File: config.mk
export PLATFORM = sky130hd
export DESIGN_NAME = pdtt_top
export DESIGN_NICKNAME = d
export VERILOG_FILES = /design/src/pdtt_top.v /design/src/pdtt_fifo.v
export VERILOG_INCLUDE_DIRS = /design/src
export SDC_FILE = /design/constraint.sdc
export NUM_CORES = 1
export LEC_CHECK = 0
export BUFFER_PORTS_ARGS = -buffer_cell sky130_fd_sc_hd__buf_2
export CAP_MARGIN = 5
export CORE_ASPECT_RATIO = 0.6
export CORE_MARGIN = 2
export CORE_UTILIZATION = 60
export CTS_CLUSTER_DIAMETER = 40
export CTS_CLUSTER_SIZE = 24
export DETAILED_ROUTE_END_ITERATION = 6
export PLACE_DENSITY = 0.84
export SYNTH_ARGS = -nofsm -noshare
export SYNTH_HDL_FRONTEND = slang
export SYNTH_SLANG_ARGS = --single-unit
File: constraint.sdc
create_clock -name clk -period 3.5 [get_ports clk]
set_input_delay 0.525 -clock clk [delete_from_list [all_inputs] [get_ports clk]]
set_output_delay 0.525 -clock clk [all_outputs]
set_load 0.01 [all_outputs]
File: src/pdtt_defines.vh
// constants for the processor I/O decode and telemetry tagger
`ifndef PDTT_DEFINES_VH
`define PDTT_DEFINES_VH

// transfer groups, one-hot, decoded from address bits 1, 2 and 8
`define PDTT_GRP_NONE      5'h01
`define PDTT_GRP_LOAD      5'h02
`define PDTT_GRP_CTLM      5'h04
`define PDTT_GRP_READ      5'h08
`define PDTT_GRP_ANGLE     5'h10

// word and tag widths
`define PDTT_WORD_W        26
`define PDTT_TAG_W         8
`define PDTT_SEL_W         5
`define PDTT_FIFO_W        34
`define PDTT_FIFO_DEPTH    4
`define PDTT_FIFO_AW       2
`define PDTT_FIFO_CW       3

// tag field positions (tag bit n sits at index n-1)
`define PDTT_TAG_B1        0
`define PDTT_TAG_B2        1
`define PDTT_TAG_B8        7

// excitation monitor word
`define PDTT_MON_N         18
`define PDTT_MON_SEL       5'h1f

// serial return of a read word, one bit per clock
`define PDTT_SER_LEN       5'h1a
`define PDTT_SER_CW        5

// reset values
`define PDTT_WORD_RST      26'h0000000
`define PDTT_SEL_RST       5'h00

`endif

File: src/pdtt_top.v
// processor I/O transfer decode and telemetry word tagger
`timescale 1ns/10ps
`default_nettype none
`include "pdtt_defines.vh"

// Overview of operation
// - bits 2=1, 1=0: input transfer loading adapter registers and buffers.
// - bits 2=0, 1=1: input transfer carrying a computer telemetry word.
// - bits 2,1=1 and bit 8=0: return addressed register or buffer contents.
// - bits 2,1=1 and bit 8=1: return angle count, start selected digitizer.
// - address bit eight separates digitizer group from register-read group.
// - staging data: tag bits one, two, eight decoded from address bits one, two, eight.
// - tag bit eight is 1 for computer data, 0 for staging buffer data.
// - staging data: tag bits three to seven copy address bits three to seven.
// - staging data: tag bits one, two mark input, output or digitizer word.
// - computer telemetry word tag carries address bits three to nine.
// - excitation fault monitors are read as one word at a dedicated address.
// - monitor outputs are never latched; short faults between samples are lost.
module pdtt_top (
	input  wire                       clk,
	input  wire                       srst,
	// transfer request from the computer
	input  wire                       xfer_valid,
	output wire                       xfer_ready,
	input  wire [9:1]                 xfer_addr,
	input  wire [`PDTT_WORD_W-1:0]    xfer_wdata,
	// register and buffer store of the adapter
	output wire                       reg_load,
	output wire [`PDTT_SEL_W-1:0]     reg_sel,
	output wire [`PDTT_WORD_W-1:0]    reg_wdata,
	input  wire [`PDTT_WORD_W-1:0]    reg_rdata,
	// angle digitizers
	input  wire [`PDTT_WORD_W-1:0]    angle_count_value,
	output wire                       angle_start,
	output wire [`PDTT_SEL_W-1:0]     angle_sel,
	// excitation fault monitors, live levels
	input  wire [`PDTT_MON_N-1:0]     exc_fault,
	// answer to the computer
	output wire                       rd_valid,
	output wire [`PDTT_WORD_W-1:0]    rd_data,
	output wire                       rd_bit_valid,
	output wire                       rd_bit,
	// tagged words toward the telemetry staging buffer
	output wire                       tlm_valid,
	input  wire                       tlm_ready,
	output wire [`PDTT_TAG_W-1:0]     tlm_tag,
	output wire [`PDTT_WORD_W-1:0]    tlm_data,
	// status
	output wire [4:0]                 last_group,
	output wire                       unused_seen
);

	////////////////////////////////////////////////////////////////////////
	// declarations

	localparam [4:0] G_NONE  = `PDTT_GRP_NONE;
	localparam [4:0] G_LOAD  = `PDTT_GRP_LOAD;
	localparam [4:0] G_CTLM  = `PDTT_GRP_CTLM;
	localparam [4:0] G_READ  = `PDTT_GRP_READ;
	localparam [4:0] G_ANGLE = `PDTT_GRP_ANGLE;

	// serializer states, one-hot
	localparam [1:0] S_IDLE  = 2'b01;
	localparam [1:0] S_SHIFT = 2'b10;

	reg                          xfer_ready_r;
	reg                          reg_load_r;
	reg  [`PDTT_SEL_W-1:0]       reg_sel_r;
	reg  [`PDTT_WORD_W-1:0]      reg_wdata_r;
	reg                          angle_start_r;
	reg  [`PDTT_SEL_W-1:0]       angle_sel_r;
	reg                          rd_valid_r;
	reg  [`PDTT_WORD_W-1:0]      rd_data_r;
	reg                          rd_bit_valid_r;
	reg                          rd_bit_r;
	reg  [4:0]                   last_group_r;
	reg                          unused_seen_r;

	reg                          wr_pend_r;
	reg  [`PDTT_FIFO_W-1:0]      wr_word_r;
	reg  [`PDTT_FIFO_W-1:0]      wr_word_nxt;
	reg                          wr_pend_nxt;

	reg  [1:0]                   ser_state_r;
	reg  [1:0]                   ser_state_nxt;
	reg  [`PDTT_WORD_W-1:0]      ser_sh_r;
	reg  [`PDTT_SER_CW-1:0]      ser_cnt_r;

	reg  [4:0]                   grp;
	reg  [`PDTT_TAG_W-1:0]       tag_nxt;
	reg  [`PDTT_WORD_W-1:0]      ans_nxt;

	wire                         take;
	wire [`PDTT_SEL_W-1:0]       sel;
	wire                         mon_hit;
	wire [`PDTT_WORD_W-1:0]      mon_word;
	wire [`PDTT_FIFO_W-1:0]      fifo_out;
	wire [`PDTT_FIFO_CW-1:0]     fifo_level;
	wire [`PDTT_FIFO_CW+1:0]     fill_ahead;

	////////////////////////////////////////////////////////////////////////
	// output wiring, all from flip-flops

	assign xfer_ready   = xfer_ready_r;
	assign reg_load     = reg_load_r;
	assign reg_sel      = reg_sel_r;
	assign reg_wdata    = reg_wdata_r;
	assign angle_start  = angle_start_r;
	assign angle_sel    = angle_sel_r;
	assign rd_valid     = rd_valid_r;
	assign rd_data      = rd_data_r;
	assign rd_bit_valid = rd_bit_valid_r;
	assign rd_bit       = rd_bit_r;
	assign last_group   = last_group_r;
	assign unused_seen  = unused_seen_r;
	assign tlm_tag      = fifo_out[`PDTT_FIFO_W-1:`PDTT_WORD_W];
	assign tlm_data     = fifo_out[`PDTT_WORD_W-1:0];

	////////////////////////////////////////////////////////////////////////
	// group decode

	assign take = xfer_valid && xfer_ready_r;
	assign sel  = xfer_addr[7:3];

	always @* begin
		grp = G_NONE;
		case (xfer_addr[2:1])
			2'b10:   grp = G_LOAD;
			2'b01:   grp = G_CTLM;
			2'b11:   grp = xfer_addr[8] ? G_ANGLE : G_READ;
			default: grp = G_NONE;
		endcase
	end

	// monitor bits are read live at the moment of the transfer, never held
	assign mon_hit  = (grp == G_READ) && (sel == `PDTT_MON_SEL);
	assign mon_word = {{(`PDTT_WORD_W-`PDTT_MON_N){1'b0}}, exc_fault};

	////////////////////////////////////////////////////////////////////////
	// tag formation

	always @* begin
		tag_nxt      = {`PDTT_TAG_W{1'b0}};
		tag_nxt[6:2] = xfer_addr[7:3];
		case (grp)
			G_LOAD: begin
				tag_nxt[`PDTT_TAG_B1] = 1'b0;
				tag_nxt[`PDTT_TAG_B2] = 1'b1;
			end
			G_CTLM: begin
				tag_nxt[`PDTT_TAG_B1] = xfer_addr[8];
				tag_nxt[`PDTT_TAG_B2] = xfer_addr[9];
				tag_nxt[`PDTT_TAG_B8] = 1'b1;
			end
			G_READ: begin
				tag_nxt[`PDTT_TAG_B1] = 1'b1;
				tag_nxt[`PDTT_TAG_B2] = 1'b0;
			end
			G_ANGLE: begin
				tag_nxt[`PDTT_TAG_B1] = 1'b0;
				tag_nxt[`PDTT_TAG_B2] = 1'b0;
			end
			default: tag_nxt = {`PDTT_TAG_W{1'b0}};
		endcase
	end

	// word returned to the computer for the two output groups
	always @* begin
		ans_nxt = `PDTT_WORD_RST;
		case (grp)
			G_READ:  ans_nxt = mon_hit ? mon_word : reg_rdata;
			G_ANGLE: ans_nxt = angle_count_value;
			default: ans_nxt = `PDTT_WORD_RST;
		endcase
	end

	// every used group leaves one tagged word for telemetry
	always @* begin
		wr_pend_nxt = 1'b0;
		wr_word_nxt = wr_word_r;
		if (take && (grp != G_NONE)) begin
			wr_pend_nxt = 1'b1;
			case (grp)
				G_LOAD:  wr_word_nxt = {tag_nxt, xfer_wdata};
				G_CTLM:  wr_word_nxt = {tag_nxt, xfer_wdata};
				default: wr_word_nxt = {tag_nxt, ans_nxt};
			endcase
		end
	end

	////////////////////////////////////////////////////////////////////////
	// back-pressure: a taken transfer lands in the fifo one clock later,
	// so readiness looks two writes ahead and ignores reads (conservative)

	assign fill_ahead = {2'b00, fifo_level} + {4'h0, wr_pend_r} + {4'h0, take};

	always @(posedge clk) begin
		if (srst) begin
			xfer_ready_r <= 1'b0;
		end else begin
			xfer_ready_r <= (fill_ahead < `PDTT_FIFO_DEPTH);
		end
	end

	////////////////////////////////////////////////////////////////////////
	// transfer actions

	always @(posedge clk) begin
		if (srst) begin
			reg_load_r    <= 1'b0;
			reg_sel_r     <= `PDTT_SEL_RST;
			reg_wdata_r   <= `PDTT_WORD_RST;
			angle_start_r <= 1'b0;
			angle_sel_r   <= `PDTT_SEL_RST;
			rd_valid_r    <= 1'b0;
			rd_data_r     <= `PDTT_WORD_RST;
			last_group_r  <= G_NONE;
			unused_seen_r <= 1'b0;
			wr_pend_r     <= 1'b0;
			wr_word_r     <= {`PDTT_FIFO_W{1'b0}};
		end else begin
			reg_load_r    <= 1'b0;
			angle_start_r <= 1'b0;
			rd_valid_r    <= 1'b0;
			unused_seen_r <= 1'b0;
			wr_pend_r     <= wr_pend_nxt;
			wr_word_r     <= wr_word_nxt;
			if (take) begin
				last_group_r <= grp;
				case (grp)
					G_LOAD: begin
						reg_load_r  <= 1'b1;
						reg_sel_r   <= sel;
						reg_wdata_r <= xfer_wdata;
					end
					G_READ: begin
						rd_valid_r <= 1'b1;
						rd_data_r  <= ans_nxt;
					end
					G_ANGLE: begin
						rd_valid_r    <= 1'b1;
						rd_data_r     <= ans_nxt;
						angle_start_r <= 1'b1;
						angle_sel_r   <= sel;
					end
					G_CTLM: begin
						rd_valid_r <= 1'b0;
					end
					default: begin
						unused_seen_r <= 1'b1;
					end
				endcase
			end
		end
	end

	////////////////////////////////////////////////////////////////////////
	// serial return: the parallel answer is also shifted out lsb first,
	// a new read restarts the shift and abandons the old word

	always @* begin
		ser_state_nxt = ser_state_r;
		case (ser_state_r)
			S_IDLE: begin
				if (rd_valid_r) begin
					ser_state_nxt = S_SHIFT;
				end
			end
			S_SHIFT: begin
				if (!rd_valid_r && (ser_cnt_r == `PDTT_SER_LEN - 5'h01)) begin
					ser_state_nxt = S_IDLE;
				end
			end
			default: ser_state_nxt = S_IDLE;
		endcase
	end

	always @(posedge clk) begin
		if (srst) begin
			ser_state_r    <= S_IDLE;
			ser_sh_r       <= `PDTT_WORD_RST;
			ser_cnt_r      <= {`PDTT_SER_CW{1'b0}};
			rd_bit_valid_r <= 1'b0;
			rd_bit_r       <= 1'b0;
		end else begin
			ser_state_r <= ser_state_nxt;
			if (rd_valid_r) begin
				ser_sh_r       <= {1'b0, rd_data_r[`PDTT_WORD_W-1:1]};
				ser_cnt_r      <= {`PDTT_SER_CW{1'b0}};
				rd_bit_valid_r <= 1'b1;
				rd_bit_r       <= rd_data_r[0];
			end else if (ser_state_r == S_SHIFT &&
				ser_cnt_r != `PDTT_SER_LEN - 5'h01) begin
				ser_sh_r       <= {1'b0, ser_sh_r[`PDTT_WORD_W-1:1]};
				ser_cnt_r      <= ser_cnt_r + 5'h01;
				rd_bit_valid_r <= 1'b1;
				rd_bit_r       <= ser_sh_r[0];
			end else begin
				rd_bit_valid_r <= 1'b0;
				rd_bit_r       <= 1'b0;
			end
		end
	end

	////////////////////////////////////////////////////////////////////////
	// staging fifo toward telemetry

	pdtt_fifo #(
		.WIDTH (`PDTT_FIFO_W),
		.DEPTH (`PDTT_FIFO_DEPTH),
		.AW    (`PDTT_FIFO_AW),
		.CW    (`PDTT_FIFO_CW)
	) u_fifo (
		.clk       (clk),
		.srst      (srst),
		.in_valid  (wr_pend_r),
		.in_ready  (),
		.in_data   (wr_word_r),
		.out_valid (tlm_valid),
		.out_ready (tlm_ready),
		.out_data  (fifo_out),
		.level     (fifo_level)
	);

endmodule
`default_nettype wire

File: src/pdtt_fifo.v
// small synchronous fifo with registered read data
`timescale 1ns/10ps
`default_nettype none
`include "pdtt_defines.vh"

module pdtt_fifo #(
	parameter WIDTH = `PDTT_FIFO_W,
	parameter DEPTH = `PDTT_FIFO_DEPTH,
	parameter AW    = `PDTT_FIFO_AW,
	parameter CW    = `PDTT_FIFO_CW
) (
	input  wire             clk,
	input  wire             srst,
	input  wire             in_valid,
	output wire             in_ready,
	input  wire [WIDTH-1:0] in_data,
	output wire             out_valid,
	input  wire             out_ready,
	output wire [WIDTH-1:0] out_data,
	output wire [CW-1:0]    level
);

	reg  [WIDTH-1:0] mem [0:DEPTH-1];
	reg  [AW-1:0]    wr_ptr_r;
	reg  [AW-1:0]    rd_ptr_r;
	reg  [CW-1:0]    cnt_r;
	reg              out_valid_r;
	reg  [WIDTH-1:0] out_data_r;
	wire             push;
	wire             pop;

	////////////////////////////////////////////////////////////////////////
	// full and empty come straight from the count
	assign in_ready  = (cnt_r != DEPTH[CW-1:0]);
	assign push      = in_valid && in_ready;
	assign pop       = (cnt_r != {CW{1'b0}}) && (!out_valid_r || out_ready);
	assign out_valid = out_valid_r;
	assign out_data  = out_data_r;
	assign level     = cnt_r;

	always @(posedge clk) begin
		if (push) begin
			mem[wr_ptr_r] <= in_data;
		end
	end

	always @(posedge clk) begin
		if (srst) begin
			wr_ptr_r    <= {AW{1'b0}};
			rd_ptr_r    <= {AW{1'b0}};
			cnt_r       <= {CW{1'b0}};
			out_valid_r <= 1'b0;
			out_data_r  <= {WIDTH{1'b0}};
		end else begin
			if (push) begin
				wr_ptr_r <= wr_ptr_r + 1'b1;
			end
			if (pop) begin
				rd_ptr_r    <= rd_ptr_r + 1'b1;
				out_data_r  <= mem[rd_ptr_r];
				out_valid_r <= 1'b1;
			end else if (out_ready) begin
				out_valid_r <= 1'b0;
			end
			case ({push, pop})
				2'b10:   cnt_r <= cnt_r + 1'b1;
				2'b01:   cnt_r <= cnt_r - 1'b1;
				default: cnt_r <= cnt_r;
			endcase
		end
	end

endmodule
`default_nettype wire

==> results.py <==
metrics = {
    "status": {
        "run_status": "finished with violations",
        "violations_in_the_final_reports": "DRC",
    },
    "drt": {
        "initialDrtViolationCount": 1265,
        "routed_via_density": 6.28,
        "detail_route.drc_violations": 1,
        "via_count": 10200,
        "routedWlPerCell_um": 22.0,
        "drtPass1Iterations": 7,
        "postRouteAntennaNets": 0,
        "finalWirelength_mm": 35.8,
    },
    "synth": {
        "yosys-top-cells-area": "sky130_fd_sc_hd__edfxtp_1, sky130_fd_sc_hd__dfxtp_1, sky130_fd_sc_hd__mux4_2, sky130_fd_sc_hd__nand2_1, sky130_fd_sc_hd__a21oi_1",
        "synth.ff_latch_count": 319,
        "synth_top_cell_by_area": "sky130_fd_sc_hd__edfxtp_1",
        "syn_nets": 1279,
        "yosysUniqueCellTypes": 50,
        "yosys_warnings": 0,
        "total_standard_cell_area_after_synthesis_um2": 12900,
        "synth.avg_cell_area_um2": 11.2,
        "postSynth.asyncResetShare_pct": 0,
        "post_synth_inst_count": 1156,
        "seq_area_frac_synth_pct": 59.9,
        "yosys_most_used_dff": "sky130_fd_sc_hd__dfxtp_1",
        "post_synth_edffs": 136,
        "synthDominantCellAreaShare_pct": 31.6,
    },
    "grt": {
        "antenna_found_initial": 2,
        "via_count_of_the_first_global_routing_pass": 9764,
        "grt_util_all_layers_pct": 31.1,
        "grt-ovfl-total": 0,
        "grt_first_pass_wirelength_mm": 56.1,
        "grt_start_max_net_pins": 84,
    },
    "floorplanning": {
        "die-width_um": 194,
        "fp.dieH_um": 118,
        "initial_utilization_pct": 61.4,
        "core_area_um2": 21100,
        "number_of_top_level_pins": 218,
        "std_cell_rows": 41,
        "design.die.area_um2": 22800,
    },
    "sta": {
        "finalHoldViolCount": 0,
        "setup_violations": 0,
        "timing_worst_slew_pin_value_ns": 0.985,
        "timing.max_slew.rel_slack_pct": 34.3,
        "rsz0062_at_grt": "no",
        "final_period_minus_worst_setup_slack_ns": 2.39,
        "final.setup_skew_ns": 0.0202,
        "max_slew_vio_count": 0,
        "period_share_pct": 68.2,
        "fin_tns_setup_ns": 0,
        "fin_worst_hold_slack_ns": 0.245,
        "timing.fmax_mhz": 419,
    },
    "cells_and_area": {
        "layout_common_cells": "sky130_fd_sc_hd__buf_2, sky130_fd_sc_hd__nand2_1, sky130_fd_sc_hd__dfxtp_1",
        "fillers": 1445,
        "stdcell_count": 1625,
        "total_area_of_multi_input_combinational_cells_um2": 4760,
        "nNetsFinal": 1449,
        "syn_to_final_growth_pct": 16.0,
        "layout-drive-gt1-share_pct": 25.9,
        "layout.cells.most_common": "sky130_fd_sc_hd__buf_2",
        "sequential_cell_area_um2": 7750,
    },
    "power": {
        "leakagePower_uw": 0.00562,
        "power.density_nw_per_um2": 605,
        "max_rail_drop_vdd_mv": 0.422,
        "p_total_uw": 9090,
    },
    "worst_setup_path": {
        "cp-start-kind": "flip-flop",
        "slowest_delay_ns": 0.92,
        "worst-path-max-fanout": 34,
        "endpoint_class_of_the_critical_path": "flip-flop",
        "timing.critical_path.cells": "inv_1, a31oi_1, and2_2",
        "cpMaxStageDelayCell": "sky130_fd_sc_hd__and2_2",
        "critPathArrivalTime_ns": 2.55,
        "path_delay_family": "simple AND/OR/NAND/NOR gates",
        "number_of_buffers_and_inverters_on_the_critical_path": 1,
        "worst_setup_path_class": "reg2reg",
        "cp.required_ns": 3.66,
    },
    "clock_tree": {
        "post-cts-setup-buffer-count": 0,
        "cts.sink_count": 319,
        "clkLatencyLatePin_ns": 0.55,
        "clk_pin_slew_ns": 0.08,
        "cts_root_buf": "sky130_fd_sc_hd__clkbuf_16",
        "hold_buffers": 0,
        "cts_max_level": 1,
        "clock_path_buffers": 3,
        "cts_buffers": 25,
        "cts_tree": "yes",
        "post_cts_resize_count": 0,
    },
    "place": {
        "dpl.hpwl_mm": 24.1,
        "dp_cells": 1578,
        "gp_congestion": 0.952,
        "place.port_buffers": 217,
    },
    "hold_path": {
        "worst_hold_path_type": "in2reg",
    },
    "run": {
        "number_of_maximum_capacitance_constraint_violations": 0,
    },
}
-- kinds of logic (layout without fill, tap and decap cells) --
group / count (synthesis) / count (layout) / share of synthesized area, %
multiplexers: 40 / 40 / 6.38
adder cells (fa/ha/maj): 14 / 14 / 1.41
XOR/XNOR: 9 / 9 / 0.609
flip-flops: 319 / 319 / 59.9
AND/OR/NAND/NOR: 428 / 428 / 15.8
other: 0 / 1 / 0
AO/OA/AOI/OAI: 237 / 237 / 12.5
buffers and inverters: 109 / 298 / 3.46
-- layer usage --
layer	track usage [%]	part of all wire, %	vias to the layer above
met5	0	0.036	-
met4	8.78	3.0	2
met3	5.93	11	79
met2	47.9	45	627
met1	45.4	41	4936
li1	-	-	4567
-- through the flow --
stage,cell area (um2),utilization (%),setup WS [ns]
6_report,15000,71.2,1.11
5_1_grt,15000,71.2,0.993
4_1_cts,15000,71.2,1.08
3_5_place_dp,14200,67.2,0.942
3_3_place_gp,14200,67.2,0.980
2_1_floorplan,12900,-,1.02
-- flip-flops by register name, summed over array words and instances (netlist names), 2 cells and up --
signal	count
angle_sel	5
last_group	5
rd_data	26
reg_sel	5
reg_wdata	26
ser_cnt_r	5
ser_sh_r	25
ser_state_r	2
u_fifo.level	3
u_fifo.mem	136
u_fifo.out_data	34
u_fifo.rd_ptr_r	2
u_fifo.wr_ptr_r	2
wr_word_r	34
-- area by class of cell --
cell class / instances / share of cell area, %
Inverter: 16 / 0.400
Multi-Input combinational cell: 728 / 31.7
Sequential cell: 319 / 51.6
Antenna cell: 1 / 0.0167
Clock buffer: 27 / 4.22
Clock inverter: 19 / 1.33
Timing Repair Buffer: 236 / 8.39
Tap cell: 279 / 2.33
-- report_power, final --
part / leakage [uW] / switching, uW / internal (uW) / total, uW
Sequential: 0.00275 / 279 / 4200 / 4480
Combinational: 0.00247 / 1030 / 696 / 1720
Clock: 0.000404 / 1480 / 1410 / 2890
Total: 0.00562 / 2790 / 6300 / 9090
-- Yosys cell counts, types with 21 or more instances --
library cell                 n
sky130_fd_sc_hd__a21oi_1   108
sky130_fd_sc_hd__mux4_2     34
sky130_fd_sc_hd__nor2_1    101
sky130_fd_sc_hd__edfxtp_1  136
sky130_fd_sc_hd__dfxtp_1   183
sky130_fd_sc_hd__clkbuf_1   69
sky130_fd_sc_hd__nand3_1    22
sky130_fd_sc_hd__and3_1     21
sky130_fd_sc_hd__nor3_1     23
sky130_fd_sc_hd__a311oi_1   32
sky130_fd_sc_hd__a211oi_1   46
sky130_fd_sc_hd__nand2_1   202
-- worst paths after layout --
check / startpoint / to / slack (ns) / cells past startpoint
setup / recovery: u_fifo.level[0] / u_fifo.mem[0][22] / 1.11 / 3
hold / removal: xfer_wdata[24] / reg_wdata[24] / 0.24 / 3
setup reg to reg: u_fifo.level[0] / u_fifo.mem[0][22] / 1.11 / 3
hold reg to reg: u_fifo.out_data[33] / u_fifo.out_data[33] / 0.45 / 2
-- worst min-delay path, stage by stage --
cell and delay, ns:
sky130_fd_sc_hd__buf_2 0.11, sky130_fd_sc_hd__nand2_1 0.05, sky130_fd_sc_hd__a21oi_1 0.05
No activity file was read; power rests on OpenSTA's default activity.
